File: config.mk
export PLATFORM = sky130hd
export DESIGN_NAME = conv_ctrl
export DESIGN_NICKNAME = d
export VERILOG_FILES = /design/src/hdl/conv_ctrl.v /design/src/hdl/window_compare.v
export VERILOG_INCLUDE_DIRS = /design/src /design/src/hdl
export SDC_FILE = /design/constraint.sdc
export NUM_CORES = 1
export LEC_CHECK = 0
export ABC_CLOCK_PERIOD_IN_PS = 2600
export BUFFER_PORTS_ARGS = -buffer_cell sky130_fd_sc_hd__buf_2
export CORE_ASPECT_RATIO = 2
export CORE_MARGIN = 10
export CORE_UTILIZATION = 40
export DETAILED_ROUTE_END_ITERATION = 10
export PLACE_DENSITY_LB_ADDON = 0.05
export RECOVER_POWER = 100
export SYNTH_ARGS = -nofsm -noshare
export SYNTH_HDL_FRONTEND = slang
export SYNTH_SLANG_ARGS = --single-unit
File: constraint.sdc
create_clock -name i_mclk -period 2.6 [get_ports i_mclk]
set_input_delay 0.39 -clock i_mclk [delete_from_list [all_inputs] [get_ports i_mclk]]
set_output_delay 0.39 -clock i_mclk [all_outputs]
set_load 0.01 [all_outputs]
File: src/hdl/conv_ctrl_map.vh
`ifndef CONV_CTRL_MAP_VH
`define CONV_CTRL_MAP_VH
// register offsets
`define OFS_RESULT_LOW          8'hbe
`define OFS_RESULT_HIGH         8'hbf
`define OFS_LOWER_LIMIT_LOW     8'hc4
`define OFS_LOWER_LIMIT_HIGH    8'hc5
`define OFS_UPPER_LIMIT_LOW     8'hc6
`define OFS_UPPER_LIMIT_HIGH    8'hc7
`define OFS_CONVERTER_CONTROL   8'he8
// converter_control fields
`define BIT_CONVERTER_ON        7
`define BIT_TRACK_MODE_SELECT   6
`define BIT_CONVERSION_DONE     5
`define BIT_CONVERSION_BUSY     4
`define BIT_START_SRC_HI        3
`define BIT_START_SRC_LO        2
`define BIT_WINDOW_HIT          1
`define BIT_LEFT_JUSTIFY        0
// start sources
`define START_SRC_BUSY_WRITE    2'h0
`define START_SRC_TIMER3        2'h1
`define START_SRC_PIN           2'h2
`define START_SRC_TIMER2        2'h3
// reset values
`define RST_CONTROL             8'h00
`define RST_RESULT              8'h00
`define RST_LOWER_LIMIT_LOW     8'hff
`define RST_LOWER_LIMIT_HIGH    8'hff
`define RST_UPPER_LIMIT         8'h00
// timing, in sar clock periods
`define TRACK_SAR_CLOCKS        4'h3
`define CONVERT_SAR_CLOCKS      4'hc
`endif

File: src/hdl/conv_ctrl.v
// Contract
// - enable bit 0 holds converter in shutdown; 1 makes it ready.
// - track mode 0 and enabled: track always except during conversion.
// - track mode 1, source 00: busy write starts three sar clocks tracking.
// - track mode 1: sources 01/11 start tracking on timer 3/2 overflow.
// - track mode 1, source 10: track only while start pin low.
// - completion sets done flag; only software clears it.
// - busy reads 1 during conversion, 0 otherwise and after reset; the code also reads 1 during the three sar clocks of tracking in track mode 1.
// - interrupt request on falling busy edge when enabled.
// - busy write of 1 starts conversion only in source 00.
// - start source field picks busy write, timer 3, pin edge, timer 2.
// - window hit sets window flag; software clears it.
// - right justify: sign copies in differential, else high nibble zero.
// - left justify: upper eight in high byte, low nibble zero.
// - single ended results are unsigned binary.
// - differential results are two's complement.
// - every result compared against limits; flag pollable or interrupting.
// - lower limit from greater-than bytes, upper from less-than bytes.
// - upper above lower flags results strictly between limits.
// - otherwise flags results below upper or above lower limit.
// - differential mode compares limits and result as signed.
`include "conv_ctrl_map.vh"
`timescale 1ns/1ps
`default_nettype none
module conv_ctrl
#(
    parameter SAR_DIV = 4
)
(
    input  wire        i_mclk,
    input  wire        i_resetn,
    input  wire [7:0]  i_addr,
    input  wire        i_wr,
    input  wire        i_rd,
    input  wire [7:0]  i_wdata,
    output reg  [7:0]  o_rdata,
    input  wire        i_timer2_ovf,
    input  wire        i_timer3_ovf,
    input  wire        i_conversion_start_pin,
    input  wire        i_differential,
    input  wire        i_conv_irq_enable,
    input  wire [11:0] i_core_result,
    output wire        o_core_power_on,
    output wire        o_core_track,
    output wire        o_core_convert,
    output wire        o_sar_clk_en,
    output wire        o_conv_irq,
    output wire        o_window_irq
);
    // ****************************************
    // states
    // ****************************************
    localparam [1:0] ST_IDLE  = 2'h0;
    localparam [1:0] ST_TRACK = 2'h1;
    localparam [1:0] ST_CONV  = 2'h2;

    reg  [7:0]  ctrl_r;
    reg  [7:0]  res_lo_r;
    reg  [7:0]  res_hi_r;
    reg  [7:0]  gt_lo_r;
    reg  [7:0]  gt_hi_r;
    reg  [7:0]  lt_lo_r;
    reg  [7:0]  lt_hi_r;
    reg  [1:0]  state_r;
    reg  [7:0]  div_r;
    reg  [3:0]  sar_cnt_r;
    reg         pin_s1_r;
    reg         pin_s2_r;
    reg         pin_s3_r;
    reg         busy_d_r;
    reg         eoc_d_r;
    reg  [15:0] word_r;

    wire       on_bit   = ctrl_r[`BIT_CONVERTER_ON];
    wire       tmode    = ctrl_r[`BIT_TRACK_MODE_SELECT];
    wire [1:0] src      = ctrl_r[`BIT_START_SRC_HI:`BIT_START_SRC_LO];
    wire       ljust    = ctrl_r[`BIT_LEFT_JUSTIFY];
    wire       busy     = (state_r != ST_IDLE);
    wire       ctl_wr   = i_wr & (i_addr == `OFS_CONVERTER_CONTROL);
    // sar_tick marks the last system clock of a sar period
    wire       sar_tick = (div_r == SAR_DIV[7:0] - 8'h01);
    wire       pin_src  = (src == `START_SRC_PIN);

    // ****************************************
    // start triggers
    // ****************************************
    // first sync stage read only by the second
    wire pin_rise = pin_s2_r & ~pin_s3_r;
    reg  trig;
    always @*
    begin
        case (src)
            `START_SRC_BUSY_WRITE: trig = ctl_wr & i_wdata[`BIT_CONVERSION_BUSY];
            `START_SRC_TIMER3:     trig = i_timer3_ovf;
            `START_SRC_PIN:        trig = pin_rise;
            `START_SRC_TIMER2:     trig = i_timer2_ovf;
            default:               trig = 1'b0;
        endcase
    end
    wire start = on_bit & trig & ~busy;

    // when pin mode tracks in idle, conversion skips the tracking phase
    wire pre_tracked = tmode & pin_src;
    wire eoc = (state_r == ST_CONV) & sar_tick &
               (sar_cnt_r == `CONVERT_SAR_CLOCKS - 4'h1);

    // ****************************************
    // sar clock divider
    // ****************************************
    // restarted by each start, so tracking and conversion are whole sar periods
    always @(posedge i_mclk or negedge i_resetn)
    begin
        if (!i_resetn)
            div_r <= 8'h00;
        else if (!on_bit || sar_tick || start)
            div_r <= 8'h00;
        else
            div_r <= div_r + 8'h01;
    end

    // ****************************************
    // conversion sequencer
    // ****************************************
    always @(posedge i_mclk or negedge i_resetn)
    begin
        if (!i_resetn)
        begin
            state_r   <= ST_IDLE;
            sar_cnt_r <= 4'h0;
        end
        else if (!on_bit)
        begin
            state_r   <= ST_IDLE;
            sar_cnt_r <= 4'h0;
        end
        else
        begin
            case (state_r)
                ST_IDLE:
                begin
                    sar_cnt_r <= 4'h0;
                    if (start)
                        state_r <= (tmode && !pre_tracked) ? ST_TRACK : ST_CONV;
                end
                ST_TRACK:
                begin
                    if (sar_tick)
                    begin
                        if (sar_cnt_r == `TRACK_SAR_CLOCKS - 4'h1)
                        begin
                            sar_cnt_r <= 4'h0;
                            state_r   <= ST_CONV;
                        end
                        else
                            sar_cnt_r <= sar_cnt_r + 4'h1;
                    end
                end
                ST_CONV:
                begin
                    if (eoc)
                        state_r <= ST_IDLE;
                    else if (sar_tick)
                        sar_cnt_r <= sar_cnt_r + 4'h1;
                end
                default: state_r <= ST_IDLE;
            endcase
        end
    end

    // ****************************************
    // result formatting
    // ****************************************
    // differential right-justified words sign-extend from bit 11
    function [15:0] justify;
        input [11:0] r;
        input        left;
        input        diff;
        begin
            if (left)
                justify = {r, 4'h0};
            else
                justify = {{4{diff & r[11]}}, r};
        end
    endfunction

    wire [15:0] new_word = justify(i_core_result, ljust, i_differential);
    wire        hit;

    window_compare u_window
    (
        .i_word   (word_r),
        .i_lower  ({gt_hi_r, gt_lo_r}),
        .i_upper  ({lt_hi_r, lt_lo_r}),
        .i_signed (i_differential),
        .o_hit    (hit)
    );

    // ****************************************
    // registers
    // ****************************************
    always @(posedge i_mclk or negedge i_resetn)
    begin
        if (!i_resetn)
        begin
            ctrl_r   <= `RST_CONTROL;
            res_lo_r <= `RST_RESULT;
            res_hi_r <= `RST_RESULT;
            gt_lo_r  <= `RST_LOWER_LIMIT_LOW;
            gt_hi_r  <= `RST_LOWER_LIMIT_HIGH;
            lt_lo_r  <= `RST_UPPER_LIMIT;
            lt_hi_r  <= `RST_UPPER_LIMIT;
            pin_s1_r <= 1'b1;
            pin_s2_r <= 1'b1;
            pin_s3_r <= 1'b1;
            busy_d_r <= 1'b0;
            eoc_d_r  <= 1'b0;
            word_r   <= 16'h0000;
        end
        else
        begin
            pin_s1_r <= i_conversion_start_pin;
            pin_s2_r <= pin_s1_r;
            pin_s3_r <= pin_s2_r;
            busy_d_r <= busy;
            eoc_d_r  <= eoc;
            if (ctl_wr)
            begin
                ctrl_r[7:6] <= i_wdata[7:6];
                ctrl_r[3:2] <= i_wdata[3:2];
                ctrl_r[0]   <= i_wdata[0];
            end
            // set wins over a software clear in the same cycle
            ctrl_r[`BIT_CONVERSION_DONE] <= eoc ? 1'b1 :
                ctl_wr ? i_wdata[`BIT_CONVERSION_DONE] : ctrl_r[`BIT_CONVERSION_DONE];
            ctrl_r[`BIT_WINDOW_HIT] <= (eoc_d_r & hit) ? 1'b1 :
                ctl_wr ? i_wdata[`BIT_WINDOW_HIT] : ctrl_r[`BIT_WINDOW_HIT];
            ctrl_r[`BIT_CONVERSION_BUSY] <= 1'b0;
            if (eoc)
            begin
                word_r   <= new_word;
                res_hi_r <= new_word[15:8];
                res_lo_r <= new_word[7:0];
            end
            else if (i_wr)
            begin
                if (i_addr == `OFS_RESULT_LOW)
                    res_lo_r <= i_wdata;
                if (i_addr == `OFS_RESULT_HIGH)
                    res_hi_r <= i_wdata;
            end
            if (i_wr)
            begin
                case (i_addr)
                    `OFS_LOWER_LIMIT_LOW:  gt_lo_r <= i_wdata;
                    `OFS_LOWER_LIMIT_HIGH: gt_hi_r <= i_wdata;
                    `OFS_UPPER_LIMIT_LOW:  lt_lo_r <= i_wdata;
                    `OFS_UPPER_LIMIT_HIGH: lt_hi_r <= i_wdata;
                    default: ;
                endcase
            end
        end
    end

    // ****************************************
    // read path
    // ****************************************
    always @(posedge i_mclk or negedge i_resetn)
    begin
        if (!i_resetn)
            o_rdata <= 8'h00;
        else if (i_rd)
        begin
            case (i_addr)
                `OFS_RESULT_LOW:        o_rdata <= res_lo_r;
                `OFS_RESULT_HIGH:       o_rdata <= res_hi_r;
                `OFS_LOWER_LIMIT_LOW:   o_rdata <= gt_lo_r;
                `OFS_LOWER_LIMIT_HIGH:  o_rdata <= gt_hi_r;
                `OFS_UPPER_LIMIT_LOW:   o_rdata <= lt_lo_r;
                `OFS_UPPER_LIMIT_HIGH:  o_rdata <= lt_hi_r;
                `OFS_CONVERTER_CONTROL: o_rdata <= {ctrl_r[7:5], busy, ctrl_r[3:0]};
                default:                o_rdata <= 8'h00;
            endcase
        end
    end

    // ****************************************
    // core controls
    // ****************************************
    assign o_core_power_on = on_bit;
    assign o_core_track    = on_bit & (tmode ?
                             ((state_r == ST_TRACK) |
                              (pin_src & ~busy & ~pin_s2_r))
                             : (state_r != ST_CONV));
    // gated so a disable drops the core at once, not one clock later
    assign o_core_convert  = on_bit & (state_r == ST_CONV);
    assign o_sar_clk_en    = on_bit & sar_tick;
    // limitation: an abort by disable also drops busy and raises the request
    assign o_conv_irq      = busy_d_r & ~busy & i_conv_irq_enable;
    assign o_window_irq    = ctrl_r[`BIT_WINDOW_HIT];
endmodule // conv_ctrl
`default_nettype wire

File: src/hdl/window_compare.v
`timescale 1ns/1ps
`default_nettype none
module window_compare
(
    input  wire [15:0] i_word,
    input  wire [15:0] i_lower,
    input  wire [15:0] i_upper,
    input  wire        i_signed,
    output wire        o_hit
);
    // ****************************************
    // signed or unsigned ordering
    // ****************************************
    function less;
        input [15:0] a;
        input [15:0] b;
        input        sgn;
        begin
            if (sgn)
                less = ($signed(a) < $signed(b));
            else
                less = (a < b);
        end
    endfunction

    wire above_lower = less(i_lower, i_word, i_signed);
    wire below_upper = less(i_word, i_upper, i_signed);
    wire inside_mode = less(i_lower, i_upper, i_signed);

    // inside window or outside window per limit order
    assign o_hit = inside_mode ? (above_lower & below_upper)
                               : (above_lower | below_upper);
endmodule // window_compare
`default_nettype wire

==> tab_implementation.tex, run 1 <==
\begin{tabular}{lr}
\hline
Metric & Value \\
\hline
\multicolumn{2}{l}{\textbf{Status}} \\
\quad Violations in the final reports & max-capacitance violations, max-slew violations \\
\quad Result of the run & complete, but fails checks \\
\multicolumn{2}{l}{\textbf{Synthesis}} \\
\quad Main flop type after synthesis & dfrtp\_1 \\
\quad Portion of synthesized cell area occupied by the leading cell type & 0.3386 \\
\quad Number of enable flip-flop cells after synthesis & 0 \\
\quad Synth warn & 0 \\
\quad Cell with the most instances after synthesis & dfrtp\_1 \\
\quad Post-Syn Area per Cell & 10.43 um2 \\
\quad Area of the mapped netlist & 5838 um2 \\
\quad Most frequent cells after synthesis & dfrtp\_1, ha\_1, inv\_1, a21oi\_1, mux2i\_1 \\
\quad Sequential area share after synthesis & 0.4241 \\
\quad Yosys reg bits & 98 \\
\quad Share of synthesized registers carrying an async set or reset & 1.000 \\
\quad Number of distinct standard cells referenced by the synthesized netlist & 59 \\
\quad Gate count after technology mapping & 560 \\
\quad Post-synthesis net count & 648 \\
\quad Cell types with the largest area share after synthesis & dfrtp\_1, ha\_1, dfstp\_2 \\
\quad Library cell occupying the most area in the post-synthesis netlist & dfrtp\_1 \\
\multicolumn{2}{l}{\textbf{GRT}} \\
\quad Gr usage total & 0.1784 \\
\quad Vias in the first global route & 4929 \\
\quad Maximum number of pins on one net before global-route repair & 63 \\
\quad Gr ovfl total & 0 \\
\quad Antenna violations before repair & 0 \\
\quad Wire length of the first global-routing pass & 27720 um \\
\multicolumn{2}{l}{\textbf{Cells and area}} \\
\quad Layout net count & 709 \\
\quad Number of cells in the finished layout apart from fillers & 819 \\
\quad Synthesis-to-finish area growth & 13.59\% \\
\quad Core Util, Final & 0.4621 \\
\quad Share of layout cells above drive strength 1 & 0.1949 \\
\multicolumn{2}{l}{\textbf{Timing}} \\
\quad Slew headroom & -0.3618 \\
\quad Fmax & 0.4179 GHz \\
\quad Period utilisation layout & 0.9204 \\
\quad Unrepaired setup endpoints after global routing & false \\
\quad Final-layout setup total negative slack & 0 ns \\
\quad Post-route minimum period & 2.393 ns \\
\quad Final hold violation count & 0 \\
\quad Final setup viols & 0 \\
\quad Measured slew at the worst slew-check pin & 2.043 ns \\
\quad Worst Skew & 0.01218 ns \\
\quad Number of pins exceeding their max-slew limit in the final report & 38 \\
\quad Final-layout worst hold slack & 0.1271 ns \\
\multicolumn{2}{l}{\textbf{Placement}} \\
\quad Final estimated routing congestion in global placement & 0.9096 \\
\quad Dpl cells & 802 \\
\quad Post-detail-place hpwl & 14190 um \\
\quad Number of buffers added on ports & 50 \\
\multicolumn{2}{l}{\textbf{Power and ir drop}} \\
\quad Worst IR Drop VDD & 0.3435 mV \\
\quad Total power of the final layout & 3465 uW \\
\quad Power per cell area & 522.5 nW/um2 \\
\quad Static Leakage & 0.003160 uW \\
\multicolumn{2}{l}{\textbf{Worst setup path}} \\
\quad Largest stage delay on the critical path & 0.69 ns \\
\quad Data required time at the worst endpoint & 2.83 ns \\
\quad Cell depth of the worst setup path & 6 \\
\quad Endpoint kind of the worst setup timing path & flip-flop \\
\quad CP cell instances & buf\_2 -> nand2b\_1 -> nor4\_2 -> clkbuf\_1 -> nand4\_1 -> mux2\_2 \\
\quad Cell depth of the worst flop-to-flop path & 5 \\
\quad Worst path bufs/invs & 2 \\
\quad Type of element launching the critical path & input port \\
\quad Crit Path Class & in2reg \\
\quad Crit path arrival time & 2.62 ns \\
\quad Cell type of the slowest stage on the worst timing path & nand4\_1 \\
\quad Largest fanout of any net on the critical path & 14 \\
\quad Top Family by Delay on Critical Path & simple AND/OR/NAND/NOR gates \\
\multicolumn{2}{l}{\textbf{Clock tree}} \\
\quad Cell at the root of the clock tree & clkbuf\_16 \\
\quad Total setup buffers inserted after CTS & 0 \\
\quad Number of hold-repair buffers added at the cts stage & 0 \\
\quad Clock latency at the later pin of the worst-skew pair & 0.35 ns \\
\quad Resized cells post-CTS & 0 \\
\quad Max H-tree Level & 3 \\
\quad Num CTS Buffers & 9 \\
\quad TritonCTS clock tree & yes \\
\quad Clock net sink count & 98 \\
\quad Clock Tree Buf Depth & 2 \\
\quad Clk pin slew, worst setup/hold paths & 0.08 ns \\
\multicolumn{2}{l}{\textbf{Routing}} \\
\quad Violation count after the first detailed-routing iteration & 169 \\
\quad Detail-routed via count per cell & 5.524 \\
\quad Post-DRT Antenna Nets & 0 \\
\quad Drc violations & 0 \\
\quad Detailed-route wire length & 17600 um \\
\quad Via count & 4524 \\
\quad Post-DR wirelength/cell & 21.49 um \\
\quad Total iterations of the first detailed-routing run & 4 \\
\multicolumn{2}{l}{\textbf{Floorplanning}} \\
\quad Die Area & 20120 um2 \\
\quad X dimension of the die & 105.4 um \\
\quad IO Count & 51 \\
\quad Die span in y & 190.9 um \\
\quad Core Box Area & 14350 um2 \\
\quad Row cnt & 62 \\
\quad Initial Utilization & 0.4068 \\
\multicolumn{2}{l}{\textbf{Hold path}} \\
\quad Hold Path Depth & 1 \\
\quad Worst min path class & in2reg \\
\multicolumn{2}{l}{\textbf{Run}} \\
\quad Max-cap viol count & 1 \\
\hline
\end{tabular}
[stage by stage]
step | area, um2 | setup slack, ns
floorplan | 5838 | 0.4525
global placement | 6419 | 0.3173
detailed placement | 6419 | 0.2820
CTS | 6729 | 0.2657
global route | 6629 | 0.06062
finish | 6631 | 0.2070
[area by class of cell]
class	instances	area, um2
Antenna cell	1	2.502
Clock buffer	9	225.2
Clock inverter	7	85.08
Fill cell	1429	7720
Inverter	49	183.9
Multi-Input combinational cell	394	3049
Sequential cell	98	2476
Tap cell	192	240.2
Timing Repair Buffer	69	369.1
[flip-flops by register name (all words and copies together) (netlist names), 2 cells and up]
signal	flops
sar_cnt_r	4
res_hi_r	8
res_lo_r	8
gt_hi_r	8
gt_lo_r	8
state_r	2
o_rdata	8
ctrl_r	7
word_r	16
div_r	8
lt_lo_r	8
lt_hi_r	8
[worst paths after layout]
| path | startpoint | end | slack, ns |
|---|---|---|---|
| max | i_addr[4] | lt_hi_r[7]$_DFFE_PN0P_ | 0.21 |
| min reg2reg | pin_s1_r$_DFF_PN1_ | pin_s2_r$_DFF_PN1_ | 0.36 |
| max reg2reg | div_r[5]$_DFF_PN0_ | sar_cnt_r[2]$_DFFE_PN0P_ | 0.25 |
| min | i_conversion_start_pin | pin_s1_r$_DFF_PN1_ | 0.13 |
| max in group asynchronous | i_resetn | res_lo_r[6]$_DFFE_PN0P_ | 0.53 |
| min in group asynchronous | i_resetn | lt_lo_r[3]$_DFFE_PN0P_ | 0.61 |
[cells in the final DEF, fill, tap and decap left out, types with 20 or more instances in the layout]
cell	Yosys	final
nand2_1	24	25
nor2_1	23	24
inv_1	49	49
buf_2	7	35
mux2i_1	40	40
dfrtp_1	79	79
mux2_2	33	32
clkbuf_1	9	20
ha_1	51	51
o21ai_0	28	30
a21oi_1	47	48
[routing by layer]
layer / track usage / up-vias / routed length, um
met1: 0.1887 / 2270 / 6630
met5: 0 / - / 0
met2: 0.3393 / 84 / 9982
met3: 0.02945 / 21 / 534
li1: - / 2149 / -
met4: 0.06741 / 0 / 452
[where the power goes]
group | internal (uW) | switching [uW]
combinational | 172 | 238
clock | 765 | 638
sequential | 1590 | 59.6
[kinds of logic (layout without fill, tap and decap cells)]
family	Yosys count	after routing	share of synthesized area
xor+xnor	8	8	0.01200
flops	98	98	0.4241
other cells	0	1	0
simple gates	118	118	0.1117
buf+inv	68	134	0.04522
fa+ha+maj	51	51	0.1093
compound gates	137	137	0.1500
mux	80	80	0.1477
Note: power is estimated with default switching activity, not from simulation.
==> run 2: changes to the inputs <==
ABC_AREA = 1   (was default)
==> run 2 against run 1 <==
The run now ends clean. Cell area shrank 2.0%. Die area shrank 0.55%. Synthesized cell count grew 32%. Clock power grew 7%. Clock skew shrank 0.0022 ns. Routed wire length grew 2.5%. Global-route usage grew 0.35 points. Combinational power shrank 13%.
==> tab_implementation.tex, run 2 <==
\begin{tabular}{lr}
\hline
Metric & Value \\
\hline
\multicolumn{2}{l}{\textbf{Synthesis}} \\
\quad Mux contribution to synthesized area & 0 \\
\quad Post-Syn Area per Cell & 7.860 um2 \\
\quad Yosys reg bits & 98 \\
\quad Sequential area share after synthesis & 0.4269 \\
\quad Synth warn & 0 \\
\quad Number of enable flip-flop cells after synthesis & 0 \\
\quad Xor/xnor share of the synthesized area & 0.006040 \\
\quad Cell with the most instances after synthesis & nand2\_1 \\
\quad Gate count after technology mapping & 738 \\
\quad Library cell occupying the most area in the post-synthesis netlist & dfrtp\_1 \\
\quad Number of distinct standard cells referenced by the synthesized netlist & 38 \\
\quad Compound-Gate Fraction of Synth Area & 0.1361 \\
\quad Share of synthesized cell area in and, or, nand and nor gates & 0.2379 \\
\quad Main flop type after synthesis & dfrtp\_1 \\
\quad Area of the mapped netlist & 5801 um2 \\
\quad Most frequent cells after synthesis & nand2\_1, inv\_1, dfrtp\_1, o21ai\_0, ha\_1 \\
\quad Portion of synthesized cell area occupied by the leading cell type & 0.3408 \\
\quad Share of synthesized registers carrying an async set or reset & 1.000 \\
\quad Post-synthesis net count & 826 \\
\quad Cell types with the largest area share after synthesis & dfrtp\_1, nand2\_1, ha\_1 \\
\quad Main combinational cell family by area after synthesis & simple AND/OR/NAND/NOR gates \\
\quad Fraction of the mapped netlist area in adder cells & 0.1100 \\
\multicolumn{2}{l}{\textbf{Floorplanning}} \\
\quad X dimension of the die & 105.2 um \\
\quad Die span in y & 190.3 um \\
\quad Initial Utilization & 0.4064 \\
\quad IO Count & 51 \\
\quad Die Area & 20010 um2 \\
\quad Core Box Area & 14270 um2 \\
\quad Row cnt & 62 \\
\multicolumn{2}{l}{\textbf{Clock tree}} \\
\quad Number of hold-repair buffers added at the cts stage & 0 \\
\quad Cell at the root of the clock tree & clkbuf\_16 \\
\quad Max H-tree Level & 3 \\
\quad Total setup buffers inserted after CTS & 0 \\
\quad Clock net sink count & 98 \\
\quad TritonCTS clock tree & yes \\
\quad Clock Tree Buf Depth & 2 \\
\quad Clock latency at the later pin of the worst-skew pair & 0.34 ns \\
\quad Resized cells post-CTS & 0 \\
\quad Num CTS Buffers & 9 \\
\quad Clk pin slew, worst setup/hold paths & 0.07 ns \\
\multicolumn{2}{l}{\textbf{Cells and area}} \\
\quad Storage cell area & 2476 um2 \\
\quad Core Util, Final & 0.4553 \\
\quad ANT cells & 0 \\
\quad Layout fillers & 1499 \\
\quad Share of layout cells above drive strength 1 & 0.09686 \\
\quad Total area of multi-input combinational cells & 2780 um2 \\
\quad Flip-flop count of the largest register after layout & 16 \\
\quad Layout net count & 878 \\
\quad Top reg by flops & word\_r \\
\quad Most frequent cells in the layout & nand2\_1, inv\_1, dfrtp\_1 \\
\quad Synthesis-to-finish area growth & 12.04\% \\
\quad Number of cells in the finished layout apart from fillers & 987 \\
\quad Most common cell after layout, fill and taps aside & nand2\_1 \\
\multicolumn{2}{l}{\textbf{Routing}} \\
\quad Post-DR wirelength/cell & 18.29 um \\
\quad Detail-routed via count per cell & 5.104 \\
\quad Detailed-route wire length & 18050 um \\
\quad Violation count after the first detailed-routing iteration & 262 \\
\quad Drc violations & 0 \\
\quad Total iterations of the first detailed-routing run & 5 \\
\quad Via count & 5038 \\
\quad Post-DRT Antenna Nets & 0 \\
\multicolumn{2}{l}{\textbf{Power and ir drop}} \\
\quad Relative contribution of sequential cells to total power & 0.469 \\
\quad Switching power total & 883.3 uW \\
\quad Static Leakage & 0.003192 uW \\
\quad Power per cell area & 537.5 nW/um2 \\
\quad Internal power contribution & 2610 uW \\
\quad Total power of the final layout & 3493 uW \\
\quad Switching part of the total & 0.2529 \\
\quad Worst IR Drop VDD & 0.3700 mV \\
\quad Part of the total power dissipated in combinational logic & 0.102 \\
\quad Proportion of power drawn by the clock network & 0.429 \\
\multicolumn{2}{l}{\textbf{Worst setup path}} \\
\quad Worst path bufs/invs & 3 \\
\quad Cell depth of the worst setup path & 11 \\
\quad Crit-path most repeated cell & nand2\_1 \\
\quad Cell depth of the worst flop-to-flop path & 10 \\
\quad Worst reg-to-reg setup slack & 0.46 ns \\
\quad Reg2Reg Launch Point & div\_r[0]\$\_DFF\_PN0\_ \\
\quad Type of element launching the critical path & input port \\
\quad Data required time at the worst endpoint & 2.82 ns \\
\quad Worst setup endpoint & div\_r[3]\$\_DFF\_PN0\_ \\
\quad Top Family by Delay on Critical Path & simple AND/OR/NAND/NOR gates \\
\quad Crit Path Class & in2reg \\
\quad Largest stage delay on the critical path & 0.33 ns \\
\quad Endpoint kind of the worst setup timing path & flip-flop \\
\quad Critical Path Start & i\_addr[0] \\
\quad Largest fanout of any net on the critical path & 15 \\
\quad Crit path arrival time & 2.36 ns \\
\quad Crit Reg-Reg Endpoint & res\_lo\_r[7]\$\_DFFE\_PN0P\_ \\
\quad Cell type of the slowest stage on the worst timing path & nand2\_1 \\
\quad CP cell instances & clkbuf\_1 -> inv\_1 -> nand2\_1 -> nor3\_1 -> nand2\_1 -> inv\_1 -> nand2\_1 -> o21ai\_1 -> nand3\_1 -> nand2\_1 -> nor3b\_1 \\
\multicolumn{2}{l}{\textbf{Timing}} \\
\quad Fmax & 0.4658 GHz \\
\quad Unrepaired setup endpoints after global routing & false \\
\quad Period utilisation layout & 0.8257 \\
\quad Final-layout setup total negative slack & 0 ns \\
\quad Final setup viols & 0 \\
\quad Number of pins exceeding their max-slew limit in the final report & 0 \\
\quad Measured slew at the worst slew-check pin & 1.089 ns \\
\quad Post-route minimum period & 2.147 ns \\
\quad Slew headroom & 0.2739 \\
\quad Final hold violation count & 0 \\
\quad Worst Skew & 0.01001 ns \\
\multicolumn{2}{l}{\textbf{GRT}} \\
\quad Wire length of the first global-routing pass & 28280 um \\
\quad Gr ovfl total & 0 \\
\quad Antenna violations before repair & 0 \\
\quad Vias in the first global route & 5139 \\
\quad Gr usage total & 0.1819 \\
\quad Maximum number of pins on one net before global-route repair & 44 \\
\multicolumn{2}{l}{\textbf{Status}} \\
\quad Result of the run & finished, final reports clean \\
\multicolumn{2}{l}{\textbf{Placement}} \\
\quad Final estimated routing congestion in global placement & 0.8599 \\
\quad Post-detail-place hpwl & 14430 um \\
\quad Dpl cells & 971 \\
\quad Number of buffers added on ports & 50 \\
\multicolumn{2}{l}{\textbf{Run}} \\
\quad Max-cap viol count & 0 \\
\multicolumn{2}{l}{\textbf{Hold path}} \\
\quad Startpoint of the most critical hold path & i\_conversion\_start\_pin \\
\quad Worst min path class & in2reg \\
\hline
\end{tabular}
run 2: changes by cell type after synthesis, sizes merged, moves of 8 or more:
cell    previous run  this run
and3               9         1
nand2b            11         0
nor2b              9         0
nor3               1        21
a21oi             48        27
inv               49       106
a211oi            10         2
nand2             26       213
o21ai             33        86
nand3             17        26
mux2i             40         0
nor2              24        48
mux2              39         0
run 2: layout make-up:
cell class / instances / area share
Timing Repair Buffer: 54 / 0.04101
Inverter: 106 / 0.06122
Sequential cell: 98 / 0.3810
Clock buffer: 11 / 0.03889
Multi-Input combinational cell: 521 / 0.4278
Tap cell: 192 / 0.03697
Clock inverter: 5 / 0.01309
run 2: per-layer routing:
layer  wire length, um  track usage  up-vias
li1                  -            -     2513
met1              7150       0.1995     2373
met2              9561       0.3325      121
met3               532      0.02437       31
met4               804      0.09130        0
met5                 0            0        -
run 2: worst min-delay path by stage:
stage                                     endpoint  cells after the start
final                           pin_s1_r$_DFF_PN1_                      1
after global routing            pin_s1_r$_DFF_PN1_                      1
after CTS                 sar_cnt_r[0]$_DFFE_PN0P_                      1
after detailed placement        pin_s2_r$_DFF_PN1_                      0
after global placement          pin_s2_r$_DFF_PN1_                      0
after floorplan                 busy_d_r$_DFF_PN0_                      0
run 2: kinds of logic after synthesis:
kind of cell / after synthesis
buffers and inverters: 119
flip-flops: 98
AND/OR/NAND/NOR: 321
XOR/XNOR: 4
AO/OA/AOI/OAI: 145
adder cells (fa/ha/maj): 51
run 2: power by group through the flow:
stage | Sequential, uW | Combinational, uW | Clock, uW
final | 1640 | 356 | 1500
after global placement | 1670 | 364 | 0
after detailed placement | 1670 | 373 | 0
after floorplan | 1640 | 214 | 0
after global routing | 1640 | 415 | 1580
after CTS | 1640 | 375 | 1520
run 2: through the flow:
step           instance area, um2  worst slack (ns)  hold WS, ns
6_report                     6499            0.4531       0.1337
5_1_grt                      6499            0.1854       0.1243
4_1_cts                      6603            0.5190      0.06214
3_5_place_dp                 6265            0.4434       0.3468
3_3_place_gp                 6265            0.4841       0.3461
2_1_floorplan                5801            0.9308      0.09441
==> run 3: changes to the inputs <==
ABC_CLOCK_PERIOD_IN_PS = 2200   (was 2600)
clock period = 2.2 ns   (was 2.6 ns; I/O delays follow)
==> run 3 against run 2 <==
Critical path depth shrank 4. Largest power group unchanged. Clock power about the same. Cell area is 0.27% lower. Total power grew 11%. Sequential power up 18%. Global-route usage is 1.1 points higher. Critical endpoint is now o_core_track.
==> tab_implementation.tex, run 3 (same netlist as run 2, synthesis figures left out) <==
\begin{tabular}{lr}
\hline
Metric & Value \\
\hline
\multicolumn{2}{l}{\textbf{Clock tree}} \\
\quad TritonCTS clock tree & yes \\
\quad Clock latency at the later pin of the worst-skew pair & 0.35 ns \\
\quad Clock Tree Buf Depth & 2 \\
\quad Num CTS Buffers & 9 \\
\quad Clock net sink count & 98 \\
\quad Clk pin slew, worst setup/hold paths & 0.07 ns \\
\quad Cell at the root of the clock tree & clkbuf\_16 \\
\quad Total setup buffers inserted after CTS & 0 \\
\quad Max H-tree Level & 3 \\
\multicolumn{2}{l}{\textbf{Worst setup path}} \\
\quad CP cell instances & inv\_1 -> ha\_2 -> inv\_1 -> nor2\_1 -> a211oi\_1 -> a211oi\_1 -> buf\_2 \\
\quad Crit path arrival time & 1.73 ns \\
\quad Largest fanout of any net on the critical path & 5 \\
\quad Crit Path Class & reg2out \\
\quad Data required time at the worst endpoint & 1.87 ns \\
\quad Type of element launching the critical path & flip-flop \\
\quad Endpoint kind of the worst setup timing path & output pin \\
\quad Largest stage delay on the critical path & 0.41 ns \\
\quad Cell type of the slowest stage on the worst timing path & dfrtp\_1 \\
\quad Cell depth of the worst flop-to-flop path & 10 \\
\multicolumn{2}{l}{\textbf{Timing}} \\
\quad Unrepaired setup endpoints after global routing & false \\
\quad Fmax & 0.4856 GHz \\
\quad Measured slew at the worst slew-check pin & 1.060 ns \\
\quad Slew headroom & 0.2934 \\
\quad Number of pins exceeding their max-slew limit in the final report & 0 \\
\quad Final setup viols & 0 \\
\quad Worst Skew & 0.008625 ns \\
\quad Final-layout worst hold slack & 0.07302 ns \\
\quad Period utilisation layout & 0.9361 \\
\quad Final hold violation count & 0 \\
\quad Final-layout setup total negative slack & 0 ns \\
\quad Post-route minimum period & 2.059 ns \\
\multicolumn{2}{l}{\textbf{Floorplanning}} \\
\quad Core Box Area & 14270 um2 \\
\quad Die span in y & 190.3 um \\
\quad X dimension of the die & 105.2 um \\
\quad Initial Utilization & 0.4064 \\
\quad Die Area & 20010 um2 \\
\quad Row cnt & 62 \\
\quad IO Count & 51 \\
\multicolumn{2}{l}{\textbf{Placement}} \\
\quad Number of buffers added on ports & 50 \\
\quad Final estimated routing congestion in global placement & 0.9253 \\
\quad Post-detail-place hpwl & 15150 um \\
\multicolumn{2}{l}{\textbf{Cells and area}} \\
\quad Top reg by flops & word\_r \\
\quad Flip-flop count of the largest register after layout & 16 \\
\quad ANT cells & 0 \\
\quad Layout fillers & 1505 \\
\quad Share of layout cells above drive strength 1 & 0.1088 \\
\quad Layout net count & 883 \\
\quad Core Util, Final & 0.4541 \\
\quad Most common cell after layout, fill and taps aside & nand2\_1 \\
\quad Most frequent cells in the layout & nand2\_1, inv\_1, o21ai\_0 \\
\quad Synthesis-to-finish area growth & 11.73\% \\
\multicolumn{2}{l}{\textbf{Power and ir drop}} \\
\quad Switching part of the total & 0.2704 \\
\quad Relative contribution of sequential cells to total power & 0.500 \\
\quad Total power of the final layout & 3865 uW \\
\quad Static Leakage & 0.003201 uW \\
\quad Proportion of power drawn by the clock network & 0.388 \\
\quad Power per cell area & 596.3 nW/um2 \\
\quad Worst IR Drop VDD & 0.3912 mV \\
\quad Internal power contribution & 2820 uW \\
\quad Switching power total & 1045 uW \\
\quad Part of the total power dissipated in combinational logic & 0.112 \\
\multicolumn{2}{l}{\textbf{Hold path}} \\
\quad Hold Path Depth & 1 \\
\quad Worst min path class & in2reg \\
\multicolumn{2}{l}{\textbf{GRT}} \\
\quad Gr usage total & 0.1924 \\
\quad Gr ovfl total & 0 \\
\quad Vias in the first global route & 5348 \\
\quad Wire length of the first global-routing pass & 29660 um \\
\quad Maximum number of pins on one net before global-route repair & 43 \\
\quad Antenna violations before repair & 0 \\
\multicolumn{2}{l}{\textbf{Routing}} \\
\quad Violation count after the first detailed-routing iteration & 285 \\
\quad Detailed-route wire length & 18860 um \\
\quad Post-DRT Antenna Nets & 0 \\
\quad Via count & 5116 \\
\quad Total iterations of the first detailed-routing run & 4 \\
\quad Detail-routed via count per cell & 5.157 \\
\quad Post-DR wirelength/cell & 19.01 um \\
\quad Drc violations & 0 \\
\multicolumn{2}{l}{\textbf{Status}} \\
\quad Result of the run & finished, final reports clean \\
\multicolumn{2}{l}{\textbf{Run}} \\
\quad Max-cap viol count & 0 \\
\hline
\end{tabular}
==> run 3: cell type report <==
| type | count | area (um2) | area share |
|---|---|---|---|
| clock buffer | 13 | 250.2 | 0.03861 |
| clock inverter | 3 | 17.52 | 0.002703 |
| inverter | 106 | 397.9 | 0.06139 |
| multi-input combinational | 521 | 2796 | 0.4315 |
| sequential | 98 | 2476 | 0.3820 |
| tap | 192 | 240.2 | 0.03707 |
| timing repair buffer | 59 | 302.8 | 0.04672 |
==> run 3: metal layers <==
metal  up-vias  GRT usage  routed length [um]
li1       2528          -                   -
met1      2414     0.1982                7259
met2       129     0.3575               10060
met3        45    0.03284                 605
met4         0     0.1062                 938
met5         -          0                   0
==> run 3: worst paths after layout <==
| check | slack (ns) | start | endpoint |
|---|---|---|---|
| worst max-delay path | 0.14 | state_r[1]$_DFFE_PN0P_ | o_core_track |
| max in group asynchronous | 0.36 | i_resetn | gt_lo_r[0]$_DFFE_PN1P_ |
| min in group asynchronous | 0.71 | i_resetn | lt_hi_r[7]$_DFFE_PN0P_ |
| worst min-delay path | 0.07 | i_conversion_start_pin | pin_s1_r$_DFF_PN1_ |
| worst max register to register | 0.20 | div_r[0]$_DFF_PN0_ | res_hi_r[1]$_DFFE_PN0P_ |
| worst min register to register | 0.36 | pin_s1_r$_DFF_PN1_ | pin_s2_r$_DFF_PN1_ |
==> run 3: repair_timing <==
action | CTS | global route
hold endpoints to repair | 25 | 0
setup endpoints to repair | 0 | 6
hold buffers | 1 | 0
resized for setup | 0 | 3
==> run 3: power by group through the flow <==
stage / combinational (uW) / clock (uW) / sequential, uW
floorplan: 253 / 0 / 1940
global placement: 441 / 0 / 1960
detailed placement: 450 / 0 / 1970
CTS: 453 / 1530 / 1930
global route: 501 / 1610 / 1940
finish: 433 / 1500 / 1930
==> run 3: critical path, delay by kind of cell, from the launching register on <==
| kind | cells | cell delay [ns] |
|---|---|---|
| DFF | 1 | 0.41 |
| buffers and inverters | 3 | 0.33 |
| AOI/OAI and AO/OA | 2 | 0.27 |
| adders and majority gates | 1 | 0.25 |
| and+or+nand+nor | 1 | 0.12 |
==> run 3: metrics by stage <==
stage	instance area (um2)	instances	setup slack (ns)
6_report	6481	992	0.1407
5_1_grt	6481	992	0.01880
4_1_cts	6573	992	0.03514
3_5_place_dp	6295	975	0.1078
3_3_place_gp	6295	975	0.1381
2_1_floorplan	5801	738	0.5308
